### config.mk
export PLATFORM = sky130hd
export DESIGN_NAME = pcmc_top
export DESIGN_NICKNAME = d
export VERILOG_FILES = /design/src/pcmc_pkg.sv /design/src/pcmc_clk_div.sv /design/src/pcmc_wake_det.sv /design/src/pcmc_top.sv
export VERILOG_INCLUDE_DIRS = /design/src
export SDC_FILE = /design/constraint.sdc
export NUM_CORES = 1
export LEC_CHECK = 0
export BUFFER_PORTS_ARGS = -buffer_cell sky130_fd_sc_hd__buf_2
export CAP_MARGIN = 20
export CELL_PAD_IN_SITES_DETAIL_PLACEMENT = 0
export CELL_PAD_IN_SITES_GLOBAL_PLACEMENT = 1
export CORE_UTILIZATION = 30
export CTS_BUF_LIST = sky130_fd_sc_hd__clkbuf_4 sky130_fd_sc_hd__clkbuf_8 sky130_fd_sc_hd__clkbuf_16
export DETAILED_ROUTE_END_ITERATION = 6
export GPL_ROUTABILITY_DRIVEN = 0
export PLACE_DENSITY_LB_ADDON = 0.1
export RECOVER_POWER = 100
export SLEW_MARGIN = 30
export SYNTH_ARGS = -nofsm -noshare
export SYNTH_HDL_FRONTEND = slang
export SYNTH_HIERARCHICAL = 1
export SYNTH_SLANG_ARGS = --single-unit
export TNS_END_PERCENT = 20
### constraint.sdc
create_clock -name i_core_clk -period 4.5 [get_ports i_core_clk]
set_clock_uncertainty 0.2 [all_clocks]
set_input_delay 0.225 -clock i_core_clk [delete_from_list [all_inputs] [get_ports i_core_clk]]
set_output_delay 0.225 -clock i_core_clk [all_outputs]
set_load 0.1 [all_outputs]
### src/pcmc_consts.svh
// register map, field positions, reset values and counts of the power/clock mode block
// Summary of operation
// RL1: modulator clock is the master clock divided by two, four, eight or sixteen.
// RL2: strap low selects a CMOS master clock, strap high selects the crystal.
// RL3: LVDS clock only with strap high and bits 7:6 at 0x15 selecting it.
// RL4: five software power states: fast, medium, low power, standby, power-down.
// RL5: power-down stops every block, loses registers, leaves only on the wake code.
// RL6: standby stops analog clocking, keeps digital regulator and all register values.
// RL7: continuous read results are twenty-four or sixteen bits long.
// RL8: status bits are appended to each result when enabled.
// RL9: conversion data streams out each frame without a write per result.
// RL10: single conversion mode converts once, then drops to standby itself.
// RL11: one-shot mode converts once per host timed pulse.
// RL12: continuous conversion mode keeps the modulator converting without a gap.
// RL13: duty-cycled mode rests in standby for the programmed interval after each conversion.
// RL14: a one then sixty-three zeros on data input with select low wakes the device.
`ifndef PCMC_CONSTS_SVH
`define PCMC_CONSTS_SVH
`define PCMC_ADDR_PWR_CLK 7'h15
`define PCMC_ADDR_IFMT    7'h16
`define PCMC_ADDR_CONV    7'h17
`define PCMC_ADDR_DUTY    7'h18
`define PCMC_ADDR_STAT    7'h19
`define PCMC_PWR_CLK_RST  8'h00
`define PCMC_IFMT_RST     8'h00
`define PCMC_CONV_RST     8'h00
`define PCMC_DUTY_RST     8'h04
`define PCMC_SRC_MSB      7
`define PCMC_SRC_LSB      6
`define PCMC_DIV_MSB      5
`define PCMC_DIV_LSB      4
`define PCMC_PST_MSB      2
`define PCMC_PST_LSB      0
`define PCMC_MODE_MSB     1
`define PCMC_MODE_LSB     0
`define PCMC_SRC_LVDS     2'h3
`define PCMC_IF_LEN16     0
`define PCMC_IF_STAT      1
`define PCMC_IF_CRD       2
`define PCMC_WORD_LAST    5'h0F
`define PCMC_CMD_LAST     5'h07
`define PCMC_WAKE_ZEROS   6'h3F
`define PCMC_CONV_TICKS   8'h20
`endif

### src/pcmc_pkg.sv
// types shared by the power/clock mode block
package pcmc_pkg;
  typedef enum logic [2:0] {
    PCMC_PS_FAST = 3'h0,
    PCMC_PS_MED  = 3'h1,
    PCMC_PS_LOW  = 3'h2,
    PCMC_PS_STBY = 3'h3,
    PCMC_PS_PDN  = 3'h4
  } pcmc_pwr_e;
  typedef enum logic [1:0] {
    PCMC_CM_CONT    = 2'h0,
    PCMC_CM_SINGLE  = 2'h1,
    PCMC_CM_ONESHOT = 2'h2,
    PCMC_CM_DUTY    = 2'h3
  } pcmc_conv_e;
  typedef enum logic [1:0] {
    PCMC_CS_IDLE = 2'h0,
    PCMC_CS_RUN  = 2'h1,
    PCMC_CS_REST = 2'h2
  } pcmc_cst_e;
endpackage

### src/pcmc_clk_div.sv
// modulator clock divider: master clock over 2, 4, 8 or 16
`timescale 1ns/1ps
module pcmc_clk_div (
  // clock and reset
  input  wire logic       i_core_clk,
  input  wire logic       i_rst_b,
  // control
  input  wire logic       i_en,
  input  wire logic [1:0] i_div_sel,
  // outputs
  output logic            o_mod_clk,
  output logic            o_tick
);
  logic [3:0] cnt;
  logic [3:0] half_last;

  // half period of 1, 2, 4 or 8 master clocks
  assign half_last = (4'h1 << i_div_sel) - 4'h1; // RL1

  always_ff @(posedge i_core_clk) begin
    if (!i_rst_b || !i_en) begin
      cnt       <= 4'h0;
      o_mod_clk <= 1'b0;
      o_tick    <= 1'b0;
    end else if (cnt >= half_last) begin
      cnt       <= 4'h0;
      o_mod_clk <= ~o_mod_clk; // RL1
      o_tick    <= ~o_mod_clk;
    end else begin
      cnt    <= cnt + 4'h1;
      o_tick <= 1'b0;
    end
  end
endmodule // pcmc_clk_div

### src/pcmc_wake_det.sv
// wake code detector, the only logic alive in power-down
`timescale 1ns/1ps
`include "pcmc_consts.svh"
module pcmc_wake_det (
  // clock and reset
  input  wire logic i_core_clk,
  input  wire logic i_rst_b,
  // serial sampling
  input  wire logic i_active,
  input  wire logic i_cs_b,
  input  wire logic i_rise,
  input  wire logic i_sdi,
  // result
  output logic      o_wake
);
  logic       seen_one;
  logic [5:0] zeros;

  always_ff @(posedge i_core_clk) begin
    if (!i_rst_b || !i_active || i_cs_b) begin
      seen_one <= 1'b0;
      zeros    <= 6'h00;
      o_wake   <= 1'b0;
    end else if (i_rise) begin
      // a one restarts the count so a stray one cannot shorten the code
      if (i_sdi) begin
        seen_one <= 1'b1;
        zeros    <= 6'h00;
        o_wake   <= 1'b0;
      end else if (seen_one) begin
        zeros  <= zeros + 6'h01;
        o_wake <= (zeros == `PCMC_WAKE_ZEROS - 6'h01); // RL14
      end
    end else begin
      o_wake <= 1'b0;
    end
  end
endmodule // pcmc_wake_det

### src/pcmc_top.sv
// power, clock source and conversion mode control reached over the serial port
`timescale 1ns/1ps
`include "pcmc_consts.svh"
module pcmc_top
  import pcmc_pkg::*;
#(
  parameter logic [7:0] CONV_TICKS = `PCMC_CONV_TICKS
) (
  // clock and reset
  input  wire logic        i_core_clk,
  input  wire logic        i_rst_b,
  // strap and trigger
  input  wire logic        i_clock_sel,
  input  wire logic        i_start,
  // serial port
  input  wire logic        i_sclk,
  input  wire logic        i_cs_b,
  input  wire logic        i_sdi,
  output logic             o_sdo,
  output logic             o_sdo_oe,
  // modulator
  input  wire logic [23:0] i_sample,
  output logic             o_mod_clk,
  output logic             o_drdy,
  // power and clock source enables
  output logic             o_analog_en,
  output logic             o_ldo_en,
  output logic             o_src_cmos,
  output logic             o_src_xtal,
  output logic             o_src_lvds,
  output logic [2:0]       o_pwr_state,
  output logic             o_conv_busy
);
  logic        strap_q;
  logic        sclk_q;
  logic        cs_q;
  logic        start_q;
  logic [4:0]  bit_cnt;
  logic [15:0] rx_sh;
  logic [31:0] tx_sh;
  logic [7:0]  pwr_clk;
  logic [7:0]  ifmt;
  logic [7:0]  conv_cfg;
  logic [7:0]  duty;
  logic [23:0] result;
  logic        new_data;
  pcmc_cst_e   cst;
  logic [7:0]  tcnt;
  logic [15:0] rest_cnt;
  logic        tick;
  logic        wake;
  logic        single_done;

  logic        rise;
  logic        fall;
  logic        cs_fall;
  logic        start_rise;
  logic [15:0] next_word;
  logic        wr_stb;
  logic        rd_stb;
  logic        pdn;
  logic        analog_on;
  logic        crd;
  logic        conv_done;
  logic [7:0]  stat8;
  logic [31:0] stream_word;
  pcmc_pwr_e   pst;
  pcmc_conv_e  cmode;

  function automatic logic [7:0] pcmc_rd(input logic [6:0] addr, input logic [7:0] st);
    case (addr)
      `PCMC_ADDR_PWR_CLK: pcmc_rd = pwr_clk;
      `PCMC_ADDR_IFMT:    pcmc_rd = ifmt;
      `PCMC_ADDR_CONV:    pcmc_rd = conv_cfg;
      `PCMC_ADDR_DUTY:    pcmc_rd = duty;
      `PCMC_ADDR_STAT:    pcmc_rd = st;
      default:            pcmc_rd = 8'h00;
    endcase
  endfunction

  assign pst        = pcmc_pwr_e'(pwr_clk[`PCMC_PST_MSB:`PCMC_PST_LSB]);
  assign cmode      = pcmc_conv_e'(conv_cfg[`PCMC_MODE_MSB:`PCMC_MODE_LSB]);
  assign pdn        = (pst == PCMC_PS_PDN);
  // only fast, medium and low power run the modulator
  assign analog_on  = (pst == PCMC_PS_FAST) || (pst == PCMC_PS_MED) ||
                      (pst == PCMC_PS_LOW); // RL4
  assign crd        = ifmt[`PCMC_IF_CRD];
  assign rise       = i_sclk & ~sclk_q & ~i_cs_b;
  assign fall       = ~i_sclk & sclk_q & ~i_cs_b;
  assign cs_fall    = ~i_cs_b & cs_q;
  assign start_rise = i_start & ~start_q;
  assign next_word  = {rx_sh[14:0], i_sdi};
  // serial port is dead in power-down, only the wake detector listens
  assign wr_stb     = rise && (bit_cnt == `PCMC_WORD_LAST) && !next_word[15] && !pdn; // RL5
  assign rd_stb     = rise && (bit_cnt == `PCMC_CMD_LAST) && next_word[7] && !pdn && !crd;
  assign conv_done  = (cst == PCMC_CS_RUN) && tick && (tcnt == CONV_TICKS - 8'h01) &&
                      analog_on;
  assign stat8      = {pwr_clk[`PCMC_PST_MSB:`PCMC_PST_LSB], o_conv_busy, strap_q, o_src_lvds,
                       new_data, 1'b0};

  always_comb begin
    if (ifmt[`PCMC_IF_LEN16]) begin
      stream_word = {result[23:8], (ifmt[`PCMC_IF_STAT] ? stat8 : 8'h00), 8'h00}; // RL7 RL8
    end else begin
      stream_word = {result, (ifmt[`PCMC_IF_STAT] ? stat8 : 8'h00)}; // RL7 RL8
    end
  end

  // sampled inputs; the strap is caught only while reset is held
  always_ff @(posedge i_core_clk) begin
    if (!i_rst_b) begin
      strap_q <= i_clock_sel;
      sclk_q  <= 1'b0;
      cs_q    <= 1'b1;
      start_q <= 1'b0;
    end else begin
      sclk_q  <= i_sclk;
      cs_q    <= i_cs_b;
      start_q <= i_start;
    end
  end

  // serial receive
  always_ff @(posedge i_core_clk) begin
    if (!i_rst_b || i_cs_b) begin
      bit_cnt <= 5'h00;
      rx_sh   <= 16'h0000;
    end else if (rise) begin
      rx_sh   <= next_word;
      bit_cnt <= (bit_cnt == `PCMC_WORD_LAST) ? 5'h00 : bit_cnt + 5'h01;
    end
  end

  // serial transmit: with continuous read set, results stream on every frame with no command needed
  always_ff @(posedge i_core_clk) begin
    if (!i_rst_b) begin
      tx_sh    <= 32'h0000_0000;
      o_sdo    <= 1'b0;
      o_sdo_oe <= 1'b0;
    end else if (i_cs_b || pdn) begin
      tx_sh    <= 32'h0000_0000;
      o_sdo    <= 1'b0;
      o_sdo_oe <= 1'b0;
    end else if (cs_fall && crd) begin
      o_sdo    <= stream_word[31]; // RL9
      tx_sh    <= {stream_word[30:0], 1'b0};
      o_sdo_oe <= 1'b1;
    end else if (rd_stb) begin
      tx_sh    <= {pcmc_rd(next_word[6:0], stat8), 24'h00_0000};
      o_sdo_oe <= 1'b1;
    end else if (fall) begin
      o_sdo    <= tx_sh[31];
      tx_sh    <= {tx_sh[30:0], 1'b0};
      o_sdo_oe <= 1'b1;
    end
  end

  // power/clock register; the wake code brings back reset values
  always_ff @(posedge i_core_clk) begin
    if (!i_rst_b || wake) begin
      pwr_clk <= `PCMC_PWR_CLK_RST; // RL14
    end else if (single_done) begin
      pwr_clk[`PCMC_PST_MSB:`PCMC_PST_LSB] <= PCMC_PS_STBY; // RL10
    end else if (wr_stb && next_word[14:8] == `PCMC_ADDR_PWR_CLK) begin
      pwr_clk <= next_word[7:0]; // RL4
    end
  end

  // other settings are lost in power-down, kept in standby
  always_ff @(posedge i_core_clk) begin
    if (!i_rst_b || pdn) begin
      ifmt     <= `PCMC_IFMT_RST; // RL5
      conv_cfg <= `PCMC_CONV_RST;
      duty     <= `PCMC_DUTY_RST;
    end else if (wr_stb) begin
      if (next_word[14:8] == `PCMC_ADDR_IFMT) begin
        ifmt <= next_word[7:0];
      end
      if (next_word[14:8] == `PCMC_ADDR_CONV) begin
        conv_cfg <= next_word[7:0];
      end
      if (next_word[14:8] == `PCMC_ADDR_DUTY) begin
        duty <= next_word[7:0];
      end
    end
  end

  // conversion sequencer
  always_ff @(posedge i_core_clk) begin
    if (!i_rst_b || !analog_on) begin
      cst         <= PCMC_CS_IDLE;
      tcnt        <= 8'h00;
      rest_cnt    <= 16'h0000;
      single_done <= 1'b0;
    end else begin
      single_done <= 1'b0;
      case (cst)
        PCMC_CS_IDLE: begin
          tcnt <= 8'h00;
          if (cmode != PCMC_CM_ONESHOT || start_rise) begin
            cst <= PCMC_CS_RUN; // RL11
          end
        end
        PCMC_CS_RUN: begin
          if (tick) begin
            tcnt <= conv_done ? 8'h00 : tcnt + 8'h01;
          end
          if (conv_done) begin
            case (cmode)
              PCMC_CM_CONT: cst <= PCMC_CS_RUN; // RL12
              PCMC_CM_SINGLE: begin
                cst         <= PCMC_CS_IDLE;
                single_done <= 1'b1; // RL10
              end
              PCMC_CM_ONESHOT: cst <= PCMC_CS_IDLE; // RL11
              PCMC_CM_DUTY: begin
                cst      <= PCMC_CS_REST; // RL13
                rest_cnt <= {duty, 8'h00};
              end
              default: cst <= PCMC_CS_IDLE;
            endcase
          end
        end
        PCMC_CS_REST: begin
          // interval counted in master clocks since the modulator clock is stopped
          if (rest_cnt == 16'h0000) begin
            cst <= PCMC_CS_RUN; // RL13
          end else begin
            rest_cnt <= rest_cnt - 16'h0001;
          end
        end
        default: cst <= PCMC_CS_IDLE;
      endcase
    end
  end

  // result capture and data ready
  always_ff @(posedge i_core_clk) begin
    if (!i_rst_b || pdn) begin
      result   <= 24'h00_0000;
      new_data <= 1'b0;
      o_drdy   <= 1'b0;
    end else begin
      o_drdy <= conv_done;
      if (conv_done) begin
        result   <= i_sample;
        new_data <= 1'b1; // set wins over the frame clear
      end else if (cs_fall && crd) begin
        new_data <= 1'b0;
      end
    end
  end

  // power and clock source enables
  always_ff @(posedge i_core_clk) begin
    if (!i_rst_b) begin
      o_analog_en <= 1'b0;
      o_ldo_en    <= 1'b0;
      o_src_cmos  <= 1'b0;
      o_src_xtal  <= 1'b0;
      o_src_lvds  <= 1'b0;
      o_pwr_state <= 3'h0;
      o_conv_busy <= 1'b0;
    end else begin
      o_analog_en <= analog_on && cst != PCMC_CS_REST; // RL6 RL13
      o_ldo_en    <= !pdn; // RL5 RL6
      o_src_cmos  <= !strap_q && !pdn; // RL2
      o_src_lvds  <= strap_q && !pdn &&
                     pwr_clk[`PCMC_SRC_MSB:`PCMC_SRC_LSB] == `PCMC_SRC_LVDS; // RL3
      o_src_xtal  <= strap_q && !pdn &&
                     pwr_clk[`PCMC_SRC_MSB:`PCMC_SRC_LSB] != `PCMC_SRC_LVDS; // RL2
      o_pwr_state <= pwr_clk[`PCMC_PST_MSB:`PCMC_PST_LSB];
      o_conv_busy <= (cst == PCMC_CS_RUN);
    end
  end

  pcmc_clk_div u_div (
    .i_core_clk (i_core_clk),
    .i_rst_b    (i_rst_b),
    .i_en       (analog_on && cst != PCMC_CS_REST),
    .i_div_sel  (pwr_clk[`PCMC_DIV_MSB:`PCMC_DIV_LSB]),
    .o_mod_clk  (o_mod_clk),
    .o_tick     (tick)
  );

  pcmc_wake_det u_wake (
    .i_core_clk (i_core_clk),
    .i_rst_b    (i_rst_b),
    .i_active   (pdn),
    .i_cs_b     (i_cs_b),
    .i_rise     (rise),
    .i_sdi      (i_sdi),
    .o_wake     (wake)
  );
endmodule // pcmc_top

# == Word-level counts from Yosys, hierarchy flattened ==
# Cells that the tools add are included.
# totals
register_bits,165
in_bits,31
output_inout_bits,13
wordCells,187
# op_classes
addsub,6
magnitude_cmp,1
n_eq_ne,32
shifts,1
mux,32
bitwise_logic,17
n_reduce_logical,63
# op_table
op,n
two-way mux 32 bit,3
two-way mux 16 bit,4
== test 7 x 5 -> 1 bit (second input constant),9
one-hot mux 8 bit (5 select lines),1
one-hot mux 16 bit (2 select lines),1
two-way mux 8 bit,3
logical AND 1 bit,17
logical NOT 16 bit,1
one-hot mux 8 bit (2 select lines),1
AND reduction 2 bit,8
subtractor 16 x 1 -> 16 bit (second input constant),1
!= test 2 bit (second input constant),7
two-way mux 6 bit,2
one-hot mux 2 bit (3 select lines),2
nonzero test 2 bit,6
logical OR 1 bit,11
inverter 1 bit,11
two-way mux 2 bit,5
OR reduction 2 bit,5
two-way mux 1 bit,9
adder 8 x 1 -> 8 bit (second input constant),1
== test 2 bit (second input constant),4
== test 8 x 5 -> 1 bit (second input constant),1
logical NOT 1 bit,7
22 further kinds,32

# == Depth between registers and ports, before layout ==
# logic_depth
depth_word,9
mapped_depth,9
mapped_depth_nobuf,7

# == Hierarchy ==
# The synthesis kept the hierarchy.
# by_module_without_submodules
mod,instances,cells_each,area_per_inst_um2
pcmc_top,1,792,6789.0
pcmc_wake_det,1,46,396.6
pcmc_clk_div,1,34,331.6

# == Worst setup path before layout ==
# Ideal clock, no wire load.
# synth_timing
path_type,register -> register
startpoint,reg sclk_q
endpoint,reg u_wake.zeros[5]
t_arrival_ps,1821
t_required_ps,4230
setup_slack_ps,2409
stages_incl_launch_ff,7
synth_period_minus_slack_ps,2091
path_cell_list,dfxtp_1 nand2b_1 clkbuf_1 nor2_1 o211ai_2 or4_1 a21oi_1
# synth_via
elab_chain_len,4
# synth_lines
item,line_no,text
from (decl),pcmc_top.sv:35,logic sclk_q;
from (signal assigned),pcmc_top.sv:117,sclk_q <= i_sclk;
inverter 1 bit,pcmc_top.sv:88,assign rise = i_sclk & ~sclk_q & ~i_cs_b;
bitwise AND 1 bit (2 in series),pcmc_top.sv:88,
net rise,pcmc_top.sv:54,logic rise;
AND reduction 2 bit (no line),-,
to (signal assigned),pcmc_wake_det.sv:31,zeros <= zeros + 6'h01;
to (decl),pcmc_wake_det.sv:17,logic [5:0] zeros;
# The timed path passes the listed nets, and every way through them passes these cells.
# A chain may end at the register's enable or synchronous reset.

# == Final worst setup path ==
# layout_timing
startpoint,reg pwr_clk[2]
endpoint,reg o_src_xtal
# layout_via
elab_chain_len,4
# layout_lines
item,line_no,text
from (decl),pcmc_top.sv:41,logic [7:0] pwr_clk;
from (signal assigned),pcmc_top.sv:161,pwr_clk <= `PCMC_PWR_CLK_RST;
from (signal assigned),pcmc_top.sv:165,pwr_clk <= next_word[7:0];
== test 3 bit,pcmc_top.sv:83,assign pdn = (pst == PCMC_PS_PDN);
logical NOT 1 bit,pcmc_top.sv:270,o_src_xtal <= strap_q && !pdn &&
logical AND 1 bit,pcmc_top.sv:270,
logical AND 1 bit (no line),-,
to (signal assigned),pcmc_top.sv:270,
to (decl),pcmc_top.sv:29,"output logic o_src_xtal,"
# Every way passes these cells.

==> summary.md <==
| Metric | Value |
|---|---|
| Status | `finished, violations left` |
| Failing checks | `max-capacitance violations, max-slew violations` |
| Reg area | `around 0.0033 mm^2` |
| Synth Flop Type | `dfxtp_1` |
| Post-synthesis async set-or-reset flop share | `0%` |
| Post-synthesis register bit count | `between 150 and 200` |
| IR Drop Worst-Case VDD | `between 200 and 250 uV` |
| Crit path launch type | `flip-flop` |
| Die W | `roughly 160 um` |
| Initial antenna violation count | `0` |
| Slew Limit Fails | `73` |
| Core Area | `approximately 0.024 mm^2` |
| Max Cap Violations | `3` |
| Average size of a mapped cell | `~8.6 um^2` |
| Multi-input logic area | `between 0.003 and 0.004 mm^2` |
| Clk sink count | `between 150 and 200` |
| GRT Residual Overflow | `0` |
| Post-route ant nets | `0` |
| Area Overhead vs Synth | `15.0%` |
| Diodes inserted | `0` |
| HP Class | `in2reg` |
| Total GRT Usage | `between 15 and 20%` |
| CTS Buf Count | `17` |
| Area of the mapped netlist | `~0.0075 mm^2` |
| I/O pin cnt | `between 40 and 50` |
| Part of the cycle the worst path needs | `between 70% and 80%` |
| Final setup fails | `0` |
| Vias in the first global route | `around 6,000` |
| Number of distinct library cells after synthesis | `73` |
| Crit path kind | `reg2reg` |
| Root buffer cell | `clkbuf_16` |
| Die height | `~160 um` |
| Crit. End Element | `flip-flop` |
| Synthesized Nets | `just over 900` |
| Number of synthesized flops with an enable pin | `1` |
| Port bufs | `43` |
| Worst reg-to-reg path cell count | `5` |
| Max_slew headroom | `-24.9%` |
| Drt pass-1 iters | `4` |
| Starting Density | `30.7%` |
| Bufs on Longest Clock Path | `2` |
| Routed length per instance | `approximately 16 um` |
| Drt total wl | `a little over 20,000 um` |
| Fmax | `313 MHz` |
| Worst-Skew Late Latency | `about 0.43 ns` |
| Total Nets Final | `approximately 950` |
| WP data arrival | `roughly 3.3 ns` |
| Leak pwr | `between 3 and 4 nW` |
| First-pass GRT wire length | `around 33,000 um` |
| H-Tree Depth | `4` |
| TNS Setup | `0 ns` |
| Final-layout fill cell count | `~2,600` |
| RSZ-0062 raised after global routing | `false` |
| DR iter-0 viols | `326` |
| Crit path max fanout | `51` |
| Via count | `6,236` |
| Hold Fails Final Rpt | `0` |
| Worst-path clk slew | `roughly 0.070 ns` |
| Cell Pwr Density | `approximately 360 mW/mm^2` |
| Layout cells sized above 1 | `9.46%` |
| Synth Instances | `872` |
| Largest net degree at the start of global routing | `52` |
| CTS tree | `built` |
| DP Wirelength | `~14,000 um` |
| Setup Buffers After CTS | `0` |
| # DRC | `0` |
| Critical Path RT | `4.61 ns` |
| Sequential share of the synthesized area | `a little over two fifths` |
| Cell Rows | `57` |
| Syn. warnings | `6` |
| Vias/cell | `~5.0` |
| Worst Max-Slew Pin Slew | `about 1.9 ns` |
| Final min period | `approximately 3.2 ns` |
| Final core occ | `35.3%` |
| Die footprint | `about 0.026 mm^2` |
| Hold path depth | `3` |
## report_power, final
part           switching [mW]  internal (mW)  total [mW]
clock                   0.658          0.835        1.49
combinational          0.0971         0.0502       0.147
sequential             0.0118           1.46        1.48
## worst max-delay path, stage by stage (launching register included)
cell,delay (ns)
dfxtp_1,0.48
or3b_1,0.53
nand2_1,1.40
inv_1,0.23
nand2_1,0.19
a21oi_1,0.05
## layer usage
metal | part of all wire, % | GRT usage (%)
met1 | 49 | 21.2
met2 | 47 | 27.6
met5 | 0 | 0
met4 | 0.85 | 4.16
met3 | 3.0 | 3.31
## placed cells by master, fill, tap and decap left out, drive strengths merged, types with 5 or more instances in the layout
cell         netlist  layout
a21o               5       5
a21oi             64      64
a221o              9       9
a221oi            22      22
a311oi            12      12
and2               9       9
buf               28      28
clkbuf            31      36
clkinv             0       6
dfxtp            163     163
dlygate4sd3        0      28
ha                11      11
inv               27      32
mux2               7       7
mux2i             40      40
nand2            132     132
nand2b             9       9
nand3             17      17
nand4              8       8
nor2              99      99
nor2b              6       6
nor3              41      41
nor4               9       9
o211ai             5       5
o21ai             33      33
o22ai              9       9
o31ai              5       5
xnor2              9       9
xor2               8       8
## final timing paths
| check | startpoint | endpoint | slack (ns) |
|---|---|---|---|
| worst max-delay path | pwr_clk[2] | o_src_xtal | 1.30 |
| worst min register to register | bit_cnt[4] | bit_cnt[4] | 0.23 |
| worst max register to register | pwr_clk[2] | o_src_xtal | 1.30 |
| worst min-delay path | i_sdi | rx_sh[0] | 0.17 |
## sequential cells by signal (all words and copies together), names as in the netlist, 2 cells and up
signal	cells
tx_sh	30
result	24
rest_cnt	16
rx_sh	15
conv_cfg	8
duty	8
ifmt	8
pwr_clk	8
tcnt	8
u_wake/zeros	6
bit_cnt	5
u_div/cnt	4
o_pwr_state	3
cst	2
## final cells by class
type / count / share of cell area, %
well taps: 324 / 4.69
inverters: 27 / 1.19
repair buffers: 75 / 5.69
flip-flops and latches: 164 / 38.1
clock buffers: 17 / 4.92
clock inverters: 15 / 2.00
multi-input cells: 622 / 43.4
## stage by stage
| stage | hold WS (ns) | area (um^2) | worst slack [ns] | power [mW] | std cells |
|---|---|---|---|---|---|
| final | 0.168 | 8640 | 1.30 | 3.12 | 1244 |
| after global routing | 0.192 | 8640 | 0.978 | 3.24 | 1244 |
| after CTS | 0.0725 | 8740 | 1.55 | 3.17 | 1244 |
| after detailed placement | 0.214 | 7860 | 1.58 | 1.64 | 1184 |
| after floorplan | 0.124 | 7520 | 2.41 | 1.60 | 872 |
| after global placement | 0.204 | 7850 | 1.74 | 1.64 | 1184 |
## synth_stat cells, types with 7 or more instances
cell | instances | area [um^2]
and2_1 | 8 | 50.1
nand2_1 | 132 | 495
dfxtp_1 | 163 | 3260
xor2_1 | 8 | 70.1
xnor2_1 | 9 | 78.8
a311oi_1 | 12 | 105
o21ai_0 | 30 | 150
a21oi_1 | 64 | 320
nor3_1 | 39 | 195
nand3_1 | 17 | 85.1
buf_2 | 13 | 65.1
inv_1 | 25 | 93.8
a221oi_1 | 21 | 184
clkbuf_1 | 31 | 116
nand2b_1 | 8 | 50.1
buf_6 | 8 | 90.1
nor2_1 | 99 | 372
mux2i_1 | 40 | 400
mux2_2 | 7 | 78.8
a221o_1 | 8 | 80.1
ha_1 | 11 | 138
o22ai_1 | 9 | 56.3
## cell families (layout without fill, tap and decap cells)
| kind of cell | count (synthesis) | after routing | synth area share [%] |
|---|---|---|---|
| compound gates | 185 | 185 | 16.8 |
| xor+xnor | 17 | 17 | 1.98 |
| fa+ha+maj | 11 | 11 | 1.83 |
| buf+inv | 86 | 134 | 5.64 |
| flops | 164 | 164 | 43.8 |
| mux | 47 | 47 | 6.37 |
| other cells | 1 | 1 | 0.0499 |
| simple gates | 361 | 361 | 23.5 |
## what timing repair did
| action | in CTS | in global routing |
|---|---|---|
| endpoints found under the hold margin | 30 | 0 |
| resized for setup | 0 | 0 |
| hold buffers | 28 | 0 |
(Power assumes the default switching activity.)
